===== src/inc/cfg_pkg.sv =====
package cfg_pkg;

    localparam int          WORD_W        = 32;
    localparam int          ADDR_W        = 4;
    localparam int          PAYLOAD_W     = 28;

    // register addresses carried in the low nibble of each word
    localparam logic [3:0]  ADDR_CHAN4    = 4'h4;
    localparam logic [3:0]  ADDR_INBUF    = 4'h5;
    localparam logic [3:0]  ADDR_SECAUX   = 4'h6;
    localparam logic [3:0]  ADDR_DIAG     = 4'h7;

    // values after reset (payload bits 0..27)
    localparam logic [27:0] RST_CHAN4     = 28'h0000000;
    localparam logic [27:0] RST_INBUF     = 28'h0000090;
    localparam logic [27:0] RST_SECAUX    = 28'h0000000;
    localparam logic [27:0] RST_DIAG      = 28'h0000000;

    // output four fields
    localparam int          C4_SRC_LSB    = 4;
    localparam int          C4_PHASE_LSB  = 6;
    localparam int          C4_RATIO_LSB  = 13;
    localparam int          C4_DIV_ON     = 20;
    localparam int          C4_SWING      = 21;
    localparam int          C4_PMODE_LSB  = 22;
    localparam int          C4_NMODE_LSB  = 24;
    localparam int          C4_BUF_LSB    = 22;
    localparam int          C4_SE_LSB     = 26;

    // output buffer patterns, payload bits 27 down to 22
    localparam logic [5:0]  BUF_PAT_PECL  = 6'h20;
    localparam logic [5:0]  BUF_PAT_LVDS  = 6'h3A;
    localparam logic [5:0]  BUF_PAT_OFF   = 6'h1A;

    // input buffer fields
    localparam int          IN_FMT_LSB    = 0;
    localparam int          IN_ALIGN_LSB  = 2;
    localparam int          IN_DC         = 6;
    localparam int          IN_HYST       = 7;
    localparam int          IN_PRI_TERM   = 8;
    localparam int          IN_PRI_BIAS   = 9;
    localparam int          IN_SEC_BIAS   = 10;
    localparam int          IN_FAILSAFE   = 11;

    // register six and seven fields
    localparam int          SA_SEC_TERM   = 12;
    localparam int          SA_AUX_ON     = 24;
    localparam int          SA_AUX_SRC    = 25;
    localparam int          DG_SEL_ONE    = 22;
    localparam int          DG_SEL_TWO    = 24;
    localparam int          DG_UNLOCK     = 26;
    localparam int          DG_NVM_STATE  = 27;

    localparam logic [1:0]  CODE_00       = 2'h0;
    localparam logic [1:0]  CODE_01       = 2'h1;
    localparam logic [1:0]  CODE_10       = 2'h2;
    localparam logic [1:0]  CODE_11       = 2'h3;

    typedef enum logic [2:0] {
        BUF_LVPECL,
        BUF_LVDS,
        BUF_LVCMOS,
        BUF_OFF,
        BUF_UNDEF
    } buf_kind_t;

    typedef struct packed {
        logic invert;
        logic force_low;
        logic hiz;
    } pin_ctl_t;

endpackage : cfg_pkg


===== src/core/clock_fanout_config_regs.sv =====
// Notes on behaviour
// - two-bit field picks divider four source
// - pin mode: true, inverted, low, high impedance
// - bits 22..27 pick buffer type
// - ratio bits 13..19, phase bits 6..12
// - divider enable bit: 1 on, 0 off
// - format field: LVPECL, LVDS or LVCMOS
// - two-bit field picks divider alignment clock
// - coupling bit: 1 DC, 0 AC
// - hysteresis bit enables input hysteresis
// - primary termination on when bit is 0
// - primary negative pin biased when bit set
// - secondary negative pin biased when bit set
// - failsafe only for LVDS with DC coupling
// - secondary termination on when bit 12 is 0
// - auxiliary output on when bit 24 set
// - auxiliary fed from divider two or three
module clock_fanout_config_regs
    import cfg_pkg::*;
(
    input  wire logic        core_clk,
    input  wire logic        srst,
    input  wire logic        cfg_valid,
    input  wire logic [31:0] cfg_word,
    input  wire logic        rd_req,
    input  wire logic [3:0]  rd_addr,
    input  wire logic        nvm_status_pin,
    output logic             rd_valid,
    output logic [31:0]      rd_data,
    output logic [2:0]       chan4_source_onehot,
    output logic [6:0]       chan4_coarse_phase,
    output logic [6:0]       chan4_ratio,
    output logic             chan4_divider_on,
    output logic             chan4_high_swing,
    output logic [2:0]       chan4_buffer_type,
    output logic [2:0]       chan4_pos_pin,
    output logic [2:0]       chan4_neg_pin,
    output logic [2:0]       input_format_onehot,
    output logic [2:0]       divider_align_onehot,
    output logic             input_coupling_dc,
    output logic             input_hysteresis_on,
    output logic             primary_term_on,
    output logic             primary_neg_bias,
    output logic             secondary_neg_bias,
    output logic             lvds_failsafe_on,
    output logic             secondary_term_on,
    output logic             extra_output_on,
    output logic             extra_output_from_div3,
    output logic             diag_select_one,
    output logic             diag_select_two,
    output logic             nvm_write_unlock
);

    typedef struct packed {
        logic [27:0] chan4;
        logic [27:0] inbuf;
        logic [27:0] secaux;
        logic [27:0] diag;
        logic        nvm_meta;
        logic        nvm_sync;
        logic        rd_valid;
        logic [31:0] rd_data;
        logic [2:0]  src_oh;
        buf_kind_t   buf_kind;
        pin_ctl_t    pos_pin;
        pin_ctl_t    neg_pin;
        logic [2:0]  fmt_oh;
        logic [2:0]  align_oh;
        logic        term_pri_on;
        logic        term_sec_on;
        logic        failsafe;
    } state_t;

    state_t st_r;
    state_t st_nxt;

    function automatic pin_ctl_t pin_decode(input logic [1:0] mode);
        pin_ctl_t p;
        p = '0;
        case (mode)
            CODE_10: p.invert    = 1'b1;
            CODE_11: p.force_low = 1'b1;
            CODE_01: p.hiz       = 1'b1;
            default: p           = '0;
        endcase
        return p;
    endfunction : pin_decode

    // two-bit codes are written X then Y, with X in the lower payload bit
    function automatic logic [1:0] code_of(input logic [1:0] field);
        return {field[0], field[1]};
    endfunction : code_of

    always_comb begin
        logic [27:0] pay;
        logic [3:0]  wa;
        logic [5:0]  bsel;
        pay    = cfg_word[31:4];
        wa     = cfg_word[3:0];
        bsel   = 6'h00;
        st_nxt = st_r;

        // level from another domain, two flops before use
        st_nxt.nvm_meta = nvm_status_pin;
        st_nxt.nvm_sync = st_r.nvm_meta;

        // address nibble selects the target register
        if (cfg_valid) begin
            if (wa == ADDR_CHAN4) begin
                st_nxt.chan4 = pay;
            end else if (wa == ADDR_INBUF) begin
                st_nxt.inbuf = pay;
            end else if (wa == ADDR_SECAUX) begin
                st_nxt.secaux = pay;
            end else if (wa == ADDR_DIAG) begin
                // bit 27 is live status, never stored from the host
                st_nxt.diag = {1'b0, pay[26:0]};
            end
        end

        // readback returns the word in write format
        st_nxt.rd_valid = rd_req;
        if (rd_req) begin
            if (rd_addr == ADDR_CHAN4) begin
                st_nxt.rd_data = {st_r.chan4, rd_addr};
            end else if (rd_addr == ADDR_INBUF) begin
                st_nxt.rd_data = {st_r.inbuf, rd_addr};
            end else if (rd_addr == ADDR_SECAUX) begin
                st_nxt.rd_data = {st_r.secaux, rd_addr};
            end else if (rd_addr == ADDR_DIAG) begin
                st_nxt.rd_data = {st_r.nvm_sync, st_r.diag[26:0], rd_addr};
            end else begin
                st_nxt.rd_data = {28'h0000000, rd_addr};
            end
        end

        // reset lands before the decoders so outputs show the reset decode at once
        if (srst) begin
            st_nxt        = '0;
            st_nxt.chan4  = RST_CHAN4;
            st_nxt.inbuf  = RST_INBUF;
            st_nxt.secaux = RST_SECAUX;
            st_nxt.diag   = RST_DIAG;
        end

        // source route, reserved code selects nothing
        case (code_of(st_nxt.chan4[C4_SRC_LSB +: 2]))
            CODE_00: st_nxt.src_oh = 3'h1;
            CODE_01: st_nxt.src_oh = 3'h2;
            CODE_10: st_nxt.src_oh = 3'h4;
            default: st_nxt.src_oh = 3'h0;
        endcase

        bsel = st_nxt.chan4[C4_BUF_LSB +: 6];
        if (bsel == BUF_PAT_PECL) begin
            st_nxt.buf_kind = BUF_LVPECL;
        end else if (bsel == BUF_PAT_LVDS) begin
            st_nxt.buf_kind = BUF_LVDS;
        end else if (bsel == BUF_PAT_OFF) begin
            st_nxt.buf_kind = BUF_OFF;
        end else if (bsel[5:4] == CODE_00) begin
            st_nxt.buf_kind = BUF_LVCMOS;
        end else begin
            st_nxt.buf_kind = BUF_UNDEF;
        end

        // pin fields only act in single-ended operation
        if (st_nxt.buf_kind == BUF_LVCMOS) begin
            st_nxt.pos_pin = pin_decode(code_of(st_nxt.chan4[C4_PMODE_LSB +: 2]));
            st_nxt.neg_pin = pin_decode(code_of(st_nxt.chan4[C4_NMODE_LSB +: 2]));
        end else begin
            st_nxt.pos_pin = '0;
            st_nxt.neg_pin = '0;
        end

        case (code_of(st_nxt.inbuf[IN_FMT_LSB +: 2]))
            CODE_01: st_nxt.fmt_oh = 3'h1;
            CODE_11: st_nxt.fmt_oh = 3'h2;
            CODE_00: st_nxt.fmt_oh = 3'h4;
            default: st_nxt.fmt_oh = 3'h0;
        endcase

        case (code_of(st_nxt.inbuf[IN_ALIGN_LSB +: 2]))
            CODE_10: st_nxt.align_oh = 3'h1;
            CODE_01: st_nxt.align_oh = 3'h2;
            CODE_00: st_nxt.align_oh = 3'h4;
            default: st_nxt.align_oh = 3'h0;
        endcase

        // termination select bits are active low
        st_nxt.term_pri_on = ~st_nxt.inbuf[IN_PRI_TERM];
        st_nxt.term_sec_on = ~st_nxt.secaux[SA_SEC_TERM];

        // failsafe gated by LVDS format and DC coupling
        st_nxt.failsafe = st_nxt.inbuf[IN_FAILSAFE] && st_nxt.inbuf[IN_DC]
                          && (st_nxt.inbuf[IN_FMT_LSB +: 2] == CODE_11);
    end

    always_ff @(posedge core_clk) begin
        st_r <= st_nxt;
    end

    // every output is a plain flop of the state word, so no decode glitches reach pins
    assign rd_valid               = st_r.rd_valid;
    assign rd_data                = st_r.rd_data;
    assign chan4_source_onehot    = st_r.src_oh;
    assign chan4_coarse_phase     = st_r.chan4[C4_PHASE_LSB +: 7];
    assign chan4_ratio            = st_r.chan4[C4_RATIO_LSB +: 7];
    assign chan4_divider_on       = st_r.chan4[C4_DIV_ON];
    assign chan4_high_swing       = st_r.chan4[C4_SWING];
    assign chan4_buffer_type      = st_r.buf_kind;
    assign chan4_pos_pin          = st_r.pos_pin;
    assign chan4_neg_pin          = st_r.neg_pin;
    assign input_format_onehot    = st_r.fmt_oh;
    assign divider_align_onehot   = st_r.align_oh;
    assign input_coupling_dc      = st_r.inbuf[IN_DC];
    assign input_hysteresis_on    = st_r.inbuf[IN_HYST];
    assign primary_term_on        = st_r.term_pri_on;
    assign primary_neg_bias       = st_r.inbuf[IN_PRI_BIAS];
    assign secondary_neg_bias     = st_r.inbuf[IN_SEC_BIAS];
    assign lvds_failsafe_on       = st_r.failsafe;
    assign secondary_term_on      = st_r.term_sec_on;
    assign extra_output_on        = st_r.secaux[SA_AUX_ON];
    assign extra_output_from_div3 = st_r.secaux[SA_AUX_SRC];
    assign diag_select_one        = st_r.diag[DG_SEL_ONE];
    assign diag_select_two        = st_r.diag[DG_SEL_TWO];
    assign nvm_write_unlock       = st_r.diag[DG_UNLOCK];

    property p_word_store;
        @(posedge core_clk) disable iff (srst)
        (cfg_valid && cfg_word[3:0] == ADDR_CHAN4) |=> (st_r.chan4 == $past(cfg_word[31:4]));
    endproperty
    a_word_store: assert property (p_word_store) else $error("word not stored");

    property p_src;
        @(posedge core_clk) disable iff (srst)
        (cfg_valid && cfg_word[3:0] == ADDR_CHAN4 && {cfg_word[8], cfg_word[9]} == CODE_01)
            |=> (chan4_source_onehot == 3'h2);
    endproperty
    a_src: assert property (p_src) else $error("source not secondary");

    property p_pin_hiz;
        @(posedge core_clk) disable iff (srst)
        (cfg_valid && cfg_word[3:0] == ADDR_CHAN4 && cfg_word[31:30] == CODE_00
            && {cfg_word[26], cfg_word[27]} == CODE_01) |=> (chan4_pos_pin == 3'h1);
    endproperty
    a_pin_hiz: assert property (p_pin_hiz) else $error("pin not high impedance");

    property p_buf_off;
        @(posedge core_clk) disable iff (srst)
        (cfg_valid && cfg_word[3:0] == ADDR_CHAN4 && cfg_word[31:26] == BUF_PAT_OFF)
            |=> (chan4_buffer_type == BUF_OFF && chan4_pos_pin == 3'h0);
    endproperty
    a_buf_off: assert property (p_buf_off) else $error("buffer not off");

    property p_ratio;
        @(posedge core_clk) disable iff (srst)
        (cfg_valid && cfg_word[3:0] == ADDR_CHAN4)
            |=> (chan4_ratio == $past(cfg_word[23:17]) && chan4_divider_on == $past(cfg_word[24]));
    endproperty
    a_ratio: assert property (p_ratio) else $error("ratio or enable wrong");

    property p_align;
        @(posedge core_clk) disable iff (srst)
        (cfg_valid && cfg_word[3:0] == ADDR_INBUF && {cfg_word[6], cfg_word[7]} == CODE_10)
            |=> (divider_align_onehot == 3'h1);
    endproperty
    a_align: assert property (p_align) else $error("align not primary");

    property p_fmt;
        @(posedge core_clk) disable iff (srst)
        (cfg_valid && cfg_word[3:0] == ADDR_INBUF && {cfg_word[4], cfg_word[5]} == CODE_01)
            |=> (input_format_onehot == 3'h1);
    endproperty
    a_fmt: assert property (p_fmt) else $error("format not LVPECL");

    property p_failsafe;
        @(posedge core_clk) disable iff (srst)
        lvds_failsafe_on |-> (input_coupling_dc && input_format_onehot == 3'h2);
    endproperty
    a_failsafe: assert property (p_failsafe) else $error("failsafe outside LVDS DC");

    property p_term;
        @(posedge core_clk) disable iff (srst)
        (primary_term_on != st_r.inbuf[IN_PRI_TERM])
            && (secondary_term_on != st_r.secaux[SA_SEC_TERM]);
    endproperty
    a_term: assert property (p_term) else $error("termination polarity wrong");

    property p_read;
        @(posedge core_clk) disable iff (srst)
        (rd_req && rd_addr == ADDR_SECAUX) |=> (rd_valid && rd_data[31:4] == $past(st_r.secaux));
    endproperty
    a_read: assert property (p_read) else $error("readback mismatch");

endmodule : clock_fanout_config_regs


===== config.mk =====
export PLATFORM = sky130hd
export DESIGN_NAME = clock_fanout_config_regs
export DESIGN_NICKNAME = d
export VERILOG_FILES = /design/src/inc/cfg_pkg.sv /design/src/core/clock_fanout_config_regs.sv
export SDC_FILE = /design/constraint.sdc
export NUM_CORES = 1
export LEC_CHECK = 0
export CAP_MARGIN = 0
export CORE_UTILIZATION = 29
export CTS_CLUSTER_DIAMETER = 120
export DETAILED_ROUTE_END_ITERATION = 10
export DONT_BUFFER_PORTS = 1
export SLEW_MARGIN = 0
export SYNTH_ARGS = -nofsm -noshare
export SYNTH_HDL_FRONTEND = slang
export SYNTH_SLANG_ARGS = --single-unit
export TNS_END_PERCENT = 30

===== constraint.sdc =====
create_clock -name core_clk -period 1.5 [get_ports core_clk]
set_clock_uncertainty 0.05 [all_clocks]
set_input_delay 0.225 -clock core_clk [delete_from_list [all_inputs] [get_ports core_clk]]
set_output_delay 0.225 -clock core_clk [all_outputs]
set_load 0.005 [all_outputs]

## Word level (Yosys, flattened, before mapping)

Cells that the tools add are included.
W data, S select, Z words.

| word-level totals | value |
|---|---|
| word-level logic and storage cells | 91 |
| output and inout bits | 79 |
| bits of input ports | 41 |
| register bits | 167 |

| operators by class | value |
|---|---|
| muxes and demuxes | 27 |
| bitwise gates (word level) | 5 |
| reduce and logical (&&, ||, !) cells | 10 |
| equal/unequal tests | 25 |

Operators by type and width:

| cell | count |
|---|---|
| $mux W168 | 1 |
| $mux W32 | 5 |
| $mux W112 | 1 |
| $mux W28 | 3 |
| $mux W84 | 1 |
| $mux W56 | 1 |
| $mux W27 | 2 |
| $eq A4 B3 Y1 const B | 8 |
| $pmux W3 S3 | 3 |
| $eq A2 B2 Y1 const B | 8 |
| $eq A6 B6 Y1 const B | 2 |
| $mux W3 | 4 |
| $eq A2 B1 Y1 const B | 5 |
| $logic_not A2 Y1 | 4 |
| $eq A6 B5 Y1 const B | 1 |
| $mux W1 | 6 |
| $not A1 Y1 | 5 |
| $reduce_and A5 Y1 | 1 |
| $reduce_and A4 Y1 | 1 |
| $eq A3 B2 Y1 const B | 1 |
| $reduce_and A3 Y1 | 1 |
| $logic_and A1 B1 Y1 | 2 |
| $reduce_and A2 Y1 | 1 |

## Depth between registers and ports, before layout

| depth | value |
|---|---|
| word-level depth | 13 |
| gate-level depth with buffers | 7 |
| gate-level depth less buffers | 4 |

## Least setup slack after synthesis

No wires, ideal clock.

| timing path | value |
|---|---|
| path kind | in2reg |
| start point | input port rd_addr[1] |
| end point | register st_r, in the netlist rd_data[19] |
| setup time | 0.128 ns |
| data required time | 1.322 ns |
| slack | 0.053 ns |
| arrival | 1.269 ns |
| cell stages on the path | 5 |
| buffers on the path | 2 |
| cell sequence | buf_2 -> buf_4 -> mux4_2 -> a22oi_1 -> nor2_1 |

| between the ends | value |
|---|---|
| cells in the longest elaborated chain, start to end | 5 |
| elaborated cells between the ends (all ways) | 8 |
| classes of those cells | 4 x eq/ne; 4 x mux |

RTL lines:

| element | RTL line | text |
|---|---|---|
| start, declared | clock_fanout_config_regs.sv:26 | `input wire logic [3:0] rd_addr,` |
| $eq A4 B3 Y1 | clock_fanout_config_regs.sv:130 | `end else if (rd_addr == ADDR_DIAG) begin` |
| $mux W32 | clock_fanout_config_regs.sv:130 |  |
| $mux W32 | clock_fanout_config_regs.sv:128 | `end else if (rd_addr == ADDR_SECAUX) begin` |
| $mux W32 | clock_fanout_config_regs.sv:126 | `end else if (rd_addr == ADDR_INBUF) begin` |
| $mux W32 * | clock_fanout_config_regs.sv:124 | `if (rd_addr == ADDR_CHAN4) begin` |
| end signal, assigned | clock_fanout_config_regs.sv:200 | `st_r <= st_nxt;` |
| end, declared | clock_fanout_config_regs.sv:74 | `state_t st_r;` |

Every way passes the cells marked *; elsewhere a longest branch is shown, timed or not.
A chain may end at the register's enable or synchronous reset.

## Worst setup path in the final report

| timing path | value |
|---|---|
| start point | input port cfg_word[0] |
| end point | register st_r, in the netlist nvm_write_unlock |

| between the ends | value |
|---|---|
| cells in the longest elaborated chain, start to end | 3 |
| elaborated cells between the ends (all ways) | 8 |
| classes of those cells | 4 x eq/ne; 3 x bitwise; 1 x reduce/logical |

RTL lines:

| element | RTL line | text |
|---|---|---|
| start, declared | clock_fanout_config_regs.sv:24 | `input wire logic [31:0] cfg_word,` |
| $eq A4 B3 Y1, on equally long branches | clock_fanout_config_regs.sv:113, clock_fanout_config_regs.sv:109, clock_fanout_config_regs.sv:111 |  |
| $not A1 Y1 (no line) | -- |  |
| $reduce_and A5 Y1 (no line) * | -- |  |

Marked as above.

==> impl_summary.log <==
INFO  metric outcome = finished, violations left
INFO  metric failed_checks = setup timing
INFO  metric synth_top_area_cell = dfxtp_1
INFO  metric synthTopCellsByCount = nand2_1 (203), dfxtp_1 (167), a21oi_1 (103)
INFO  metric synth_top_area_share = 47.7%
INFO  metric wire_per_inst = 18.7 um
INFO  metric antenna_left = 0
INFO  metric synth.cell_area = 0.00700 mm^2
INFO  metric gp_congestion = 0.773
INFO  metric area_growth_syn_to_layout = 25.2%
INFO  metric numClockSinks = 167
INFO  metric share_of_layout_cells_above_drive_strength_1 = 11.2%
INFO  metric synth-seq-area-share = 47.7%
INFO  metric worst_ep_required_time = 1820 ps
INFO  metric maxSlewViolCount = 0
INFO  metric clk_transition_reported_paths = 60 ps
INFO  metric placedInstanceArea = 0.00700 mm^2
INFO  metric worst_hold_path_type = input port to flop
INFO  metric dpl.hpwl = 12700 um
INFO  metric worst-slew-pin-transition = 433 ps
INFO  metric maxCapViolCount = 0
INFO  metric first_global_vias = 5624
INFO  metric crit_top_cell = buf_4
INFO  metric worstReg2RegStart = st_r[167]
INFO  metric numPortBuffers = 0
INFO  metric finalWirelength = 22000 um
INFO  metric cellPowerDensity = 1100 mW/mm^2
INFO  metric die_h = 157 um
INFO  metric timing.rr.end = st_r[167]
INFO  metric grt_max_degree = 88
INFO  metric std_cell_rows = 56
INFO  metric path_buf_inv = 5
INFO  metric yosysWarningCount = 0
INFO  metric timing.hold.worst_endpoint = lvds_failsafe_on
INFO  metric hold_violations = 0
INFO  metric netlist_top_cells_area = dfxtp_1 (48%), nand2_1 (11%), a21oi_1 (7.4%)
INFO  metric floorplan.initialDensity = 29.7%
INFO  metric p_leak = 3.37 nW
INFO  metric slowest_delay = 560 ps
INFO  metric finish.net_count = 888
INFO  metric rrSetupSlack = 120 ps
INFO  metric worst_setup_path_end_kind = flop
INFO  metric global_route_wire_length_before_repair = 32700 um
INFO  metric maxClockFrequency = 666 MHz
INFO  metric peakVddDrop = 0.000545 V
INFO  metric insertion_delay = 430 ps
INFO  metric total_nets_after_synthesis = 846
INFO  metric yosys.cell_types.count = 44
INFO  metric critical_path_depth = 8
INFO  metric detailedPlace.worstSlack = 40.0 ps
INFO  metric cts_tree = built
INFO  metric crit_chain = inv_2, buf_4, nor3b_4, buf_4, clkbuf_16, nand2_1, a21oi_1, dlygate4sd3_1
INFO  metric arrival = 1820 ps
INFO  metric synth_ff_type = dfxtp_1
INFO  metric post_synth.cell_area_avg = 8.70 um^2
INFO  metric max_slew_margin = 71.0%
INFO  metric antenna_fix_cells = 0
INFO  metric layout.area.seq = 0.00334 mm^2
INFO  metric final-setup-viol-count = 1
INFO  metric number_of_synthesized_flops_with_an_enable_pin = 0
INFO  metric post_synth_inst_count = 805
INFO  metric die_area = 0.0248 mm^2
INFO  metric grt_setup_unrepaired = yes
INFO  metric clk_root_buffer_cell = clkbuf_16
INFO  metric yosys.cell_count.top_type = nand2_1
INFO  metric cts_max_level = 4
INFO  metric final.period_utilization = 100%
INFO  metric floorplan.die.width = 157 um
INFO  metric grt_use_total = 17.8%
INFO  metric grt_antenna_before_repair = 0
INFO  metric critical_path.top_delay_family = buffers and inverters
INFO  metric dr_total_vias = 5741
INFO  metric drcViolationCount = 0
INFO  metric total_overflow_reported_by_the_global_router = 0
INFO  metric non_filler_cell_area_final = 0.00877 mm^2
INFO  metric crit_path_start = cfg_word[0]
INFO  metric synth_async_sr_flop_share = 0%
INFO  metric io-pin-count = 120
INFO  metric critPathKind = input port to flop
INFO  metric worst_path_max_delay_cell = dlygate4sd3_1
INFO  metric drtPass1Iterations = 5
INFO  metric ys_seq_elements = 167
INFO  metric drt-initial-drc-count = 415
INFO  metric clk_buf_depth = 2
INFO  metric worst_setup_path_start_kind = input port
INFO  metric finalWorstSetupSlack = -2.54 ps
INFO  metric multi_input_comb_area = 0.00295 mm^2
INFO  metric crit_path_max_fanout = 18
INFO  metric numCtsBuffers = 17
INFO  metric worst-r2r-cell-count = 3
INFO  metric timing.hold.worst_path_depth = 2
INFO  metric viasPerCell = 4.87
INFO  metric core = 0.0235 mm^2
INFO  metric fill_cells = 2394
INFO  metric fin_crit = 1500 ps
INFO  metric hold_start = cfg_word[10]
[cells by family (layout without fill, tap and decap cells)]
| kind of cell | after synthesis | count (layout) | share of synthesized area [%] |
|---|---|---|---|
| flops | 167 | 167 | 47.7 |
| buf+inv | 123 | 178 | 10.6 |
| compound gates | 168 | 168 | 14.0 |
| simple gates | 301 | 301 | 18.5 |
| mux | 46 | 46 | 9.09 |
[layer usage]
metal  part of all wire (%)  GRT usage, %  up-vias
met5                      0             0        -
met4                    1.7          5.96        0
met3                    8.1          6.28       24
met2                     49          29.9      173
met1                     41          20.9     2782
li1                       -             -     2762
[power by group]
group          switching [mW]  internal (mW)
registers              0.0485           4.50
clock network            1.90           2.68
logic                   0.234          0.249
[worst max-delay path by stage]
stage | endpoint
detailed placement | chan4_neg_pin[1]
CTS | rd_data[1]
global placement | chan4_pos_pin[1]
global route | st_r[73]
finish | nvm_write_unlock
floorplan | rd_data[19]
[final cells by class]
cell class | count | area share, %
sequential | 167 | 38.1
multi-input combinational | 515 | 33.7
timing repair buffer | 140 | 16.5
clock buffer | 18 | 5.01
tap | 319 | 4.55
clock inverter | 14 | 1.91
inverter | 6 | 0.257
[per-stage QoR]
step	util, %	hold slack [ps]	power [mW]	setup TNS (ps)	instances
finish	37.2	34.7	9.61	-2.54	1179
global route	37.2	36.9	9.92	-587	1179
CTS	36.9	3.71	9.67	0	1176
detailed placement	29.7	266	4.97	0	1037
global placement	29.7	265	4.96	0	1037
floorplan	-	298	4.98	0	805
[sequential cells by signal (all words and copies together), names as in the netlist, 3 cells and up]
register / count
input_format_onehot: 3
chan4_coarse_phase: 7
chan4_pos_pin: 3
chan4_neg_pin: 3
chan4_ratio: 7
divider_align_onehot: 3
st_r: 88
chan4_source_onehot: 3
chan4_buffer_type: 3
rd_data: 32
[cells in the final DEF, fill, tap and decap left out, drive strengths merged, types with 16 or more instances in the layout]
cell type      n
a21oi        105
a22oi         23
dfxtp        167
mux2i         31
dlygate4sd3  105
o21ai         16
nor2          36
buf           33
clkbuf        19
nand2        205
[what timing repair did]
action,in CTS,in global routing
gates resized for setup,0,8
endpoints found under the hold margin,159,0
setup buffers,0,2
hold buffers,107,0
endpoints found under the setup margin,0,37
Power figures use the tool's default switching activity.
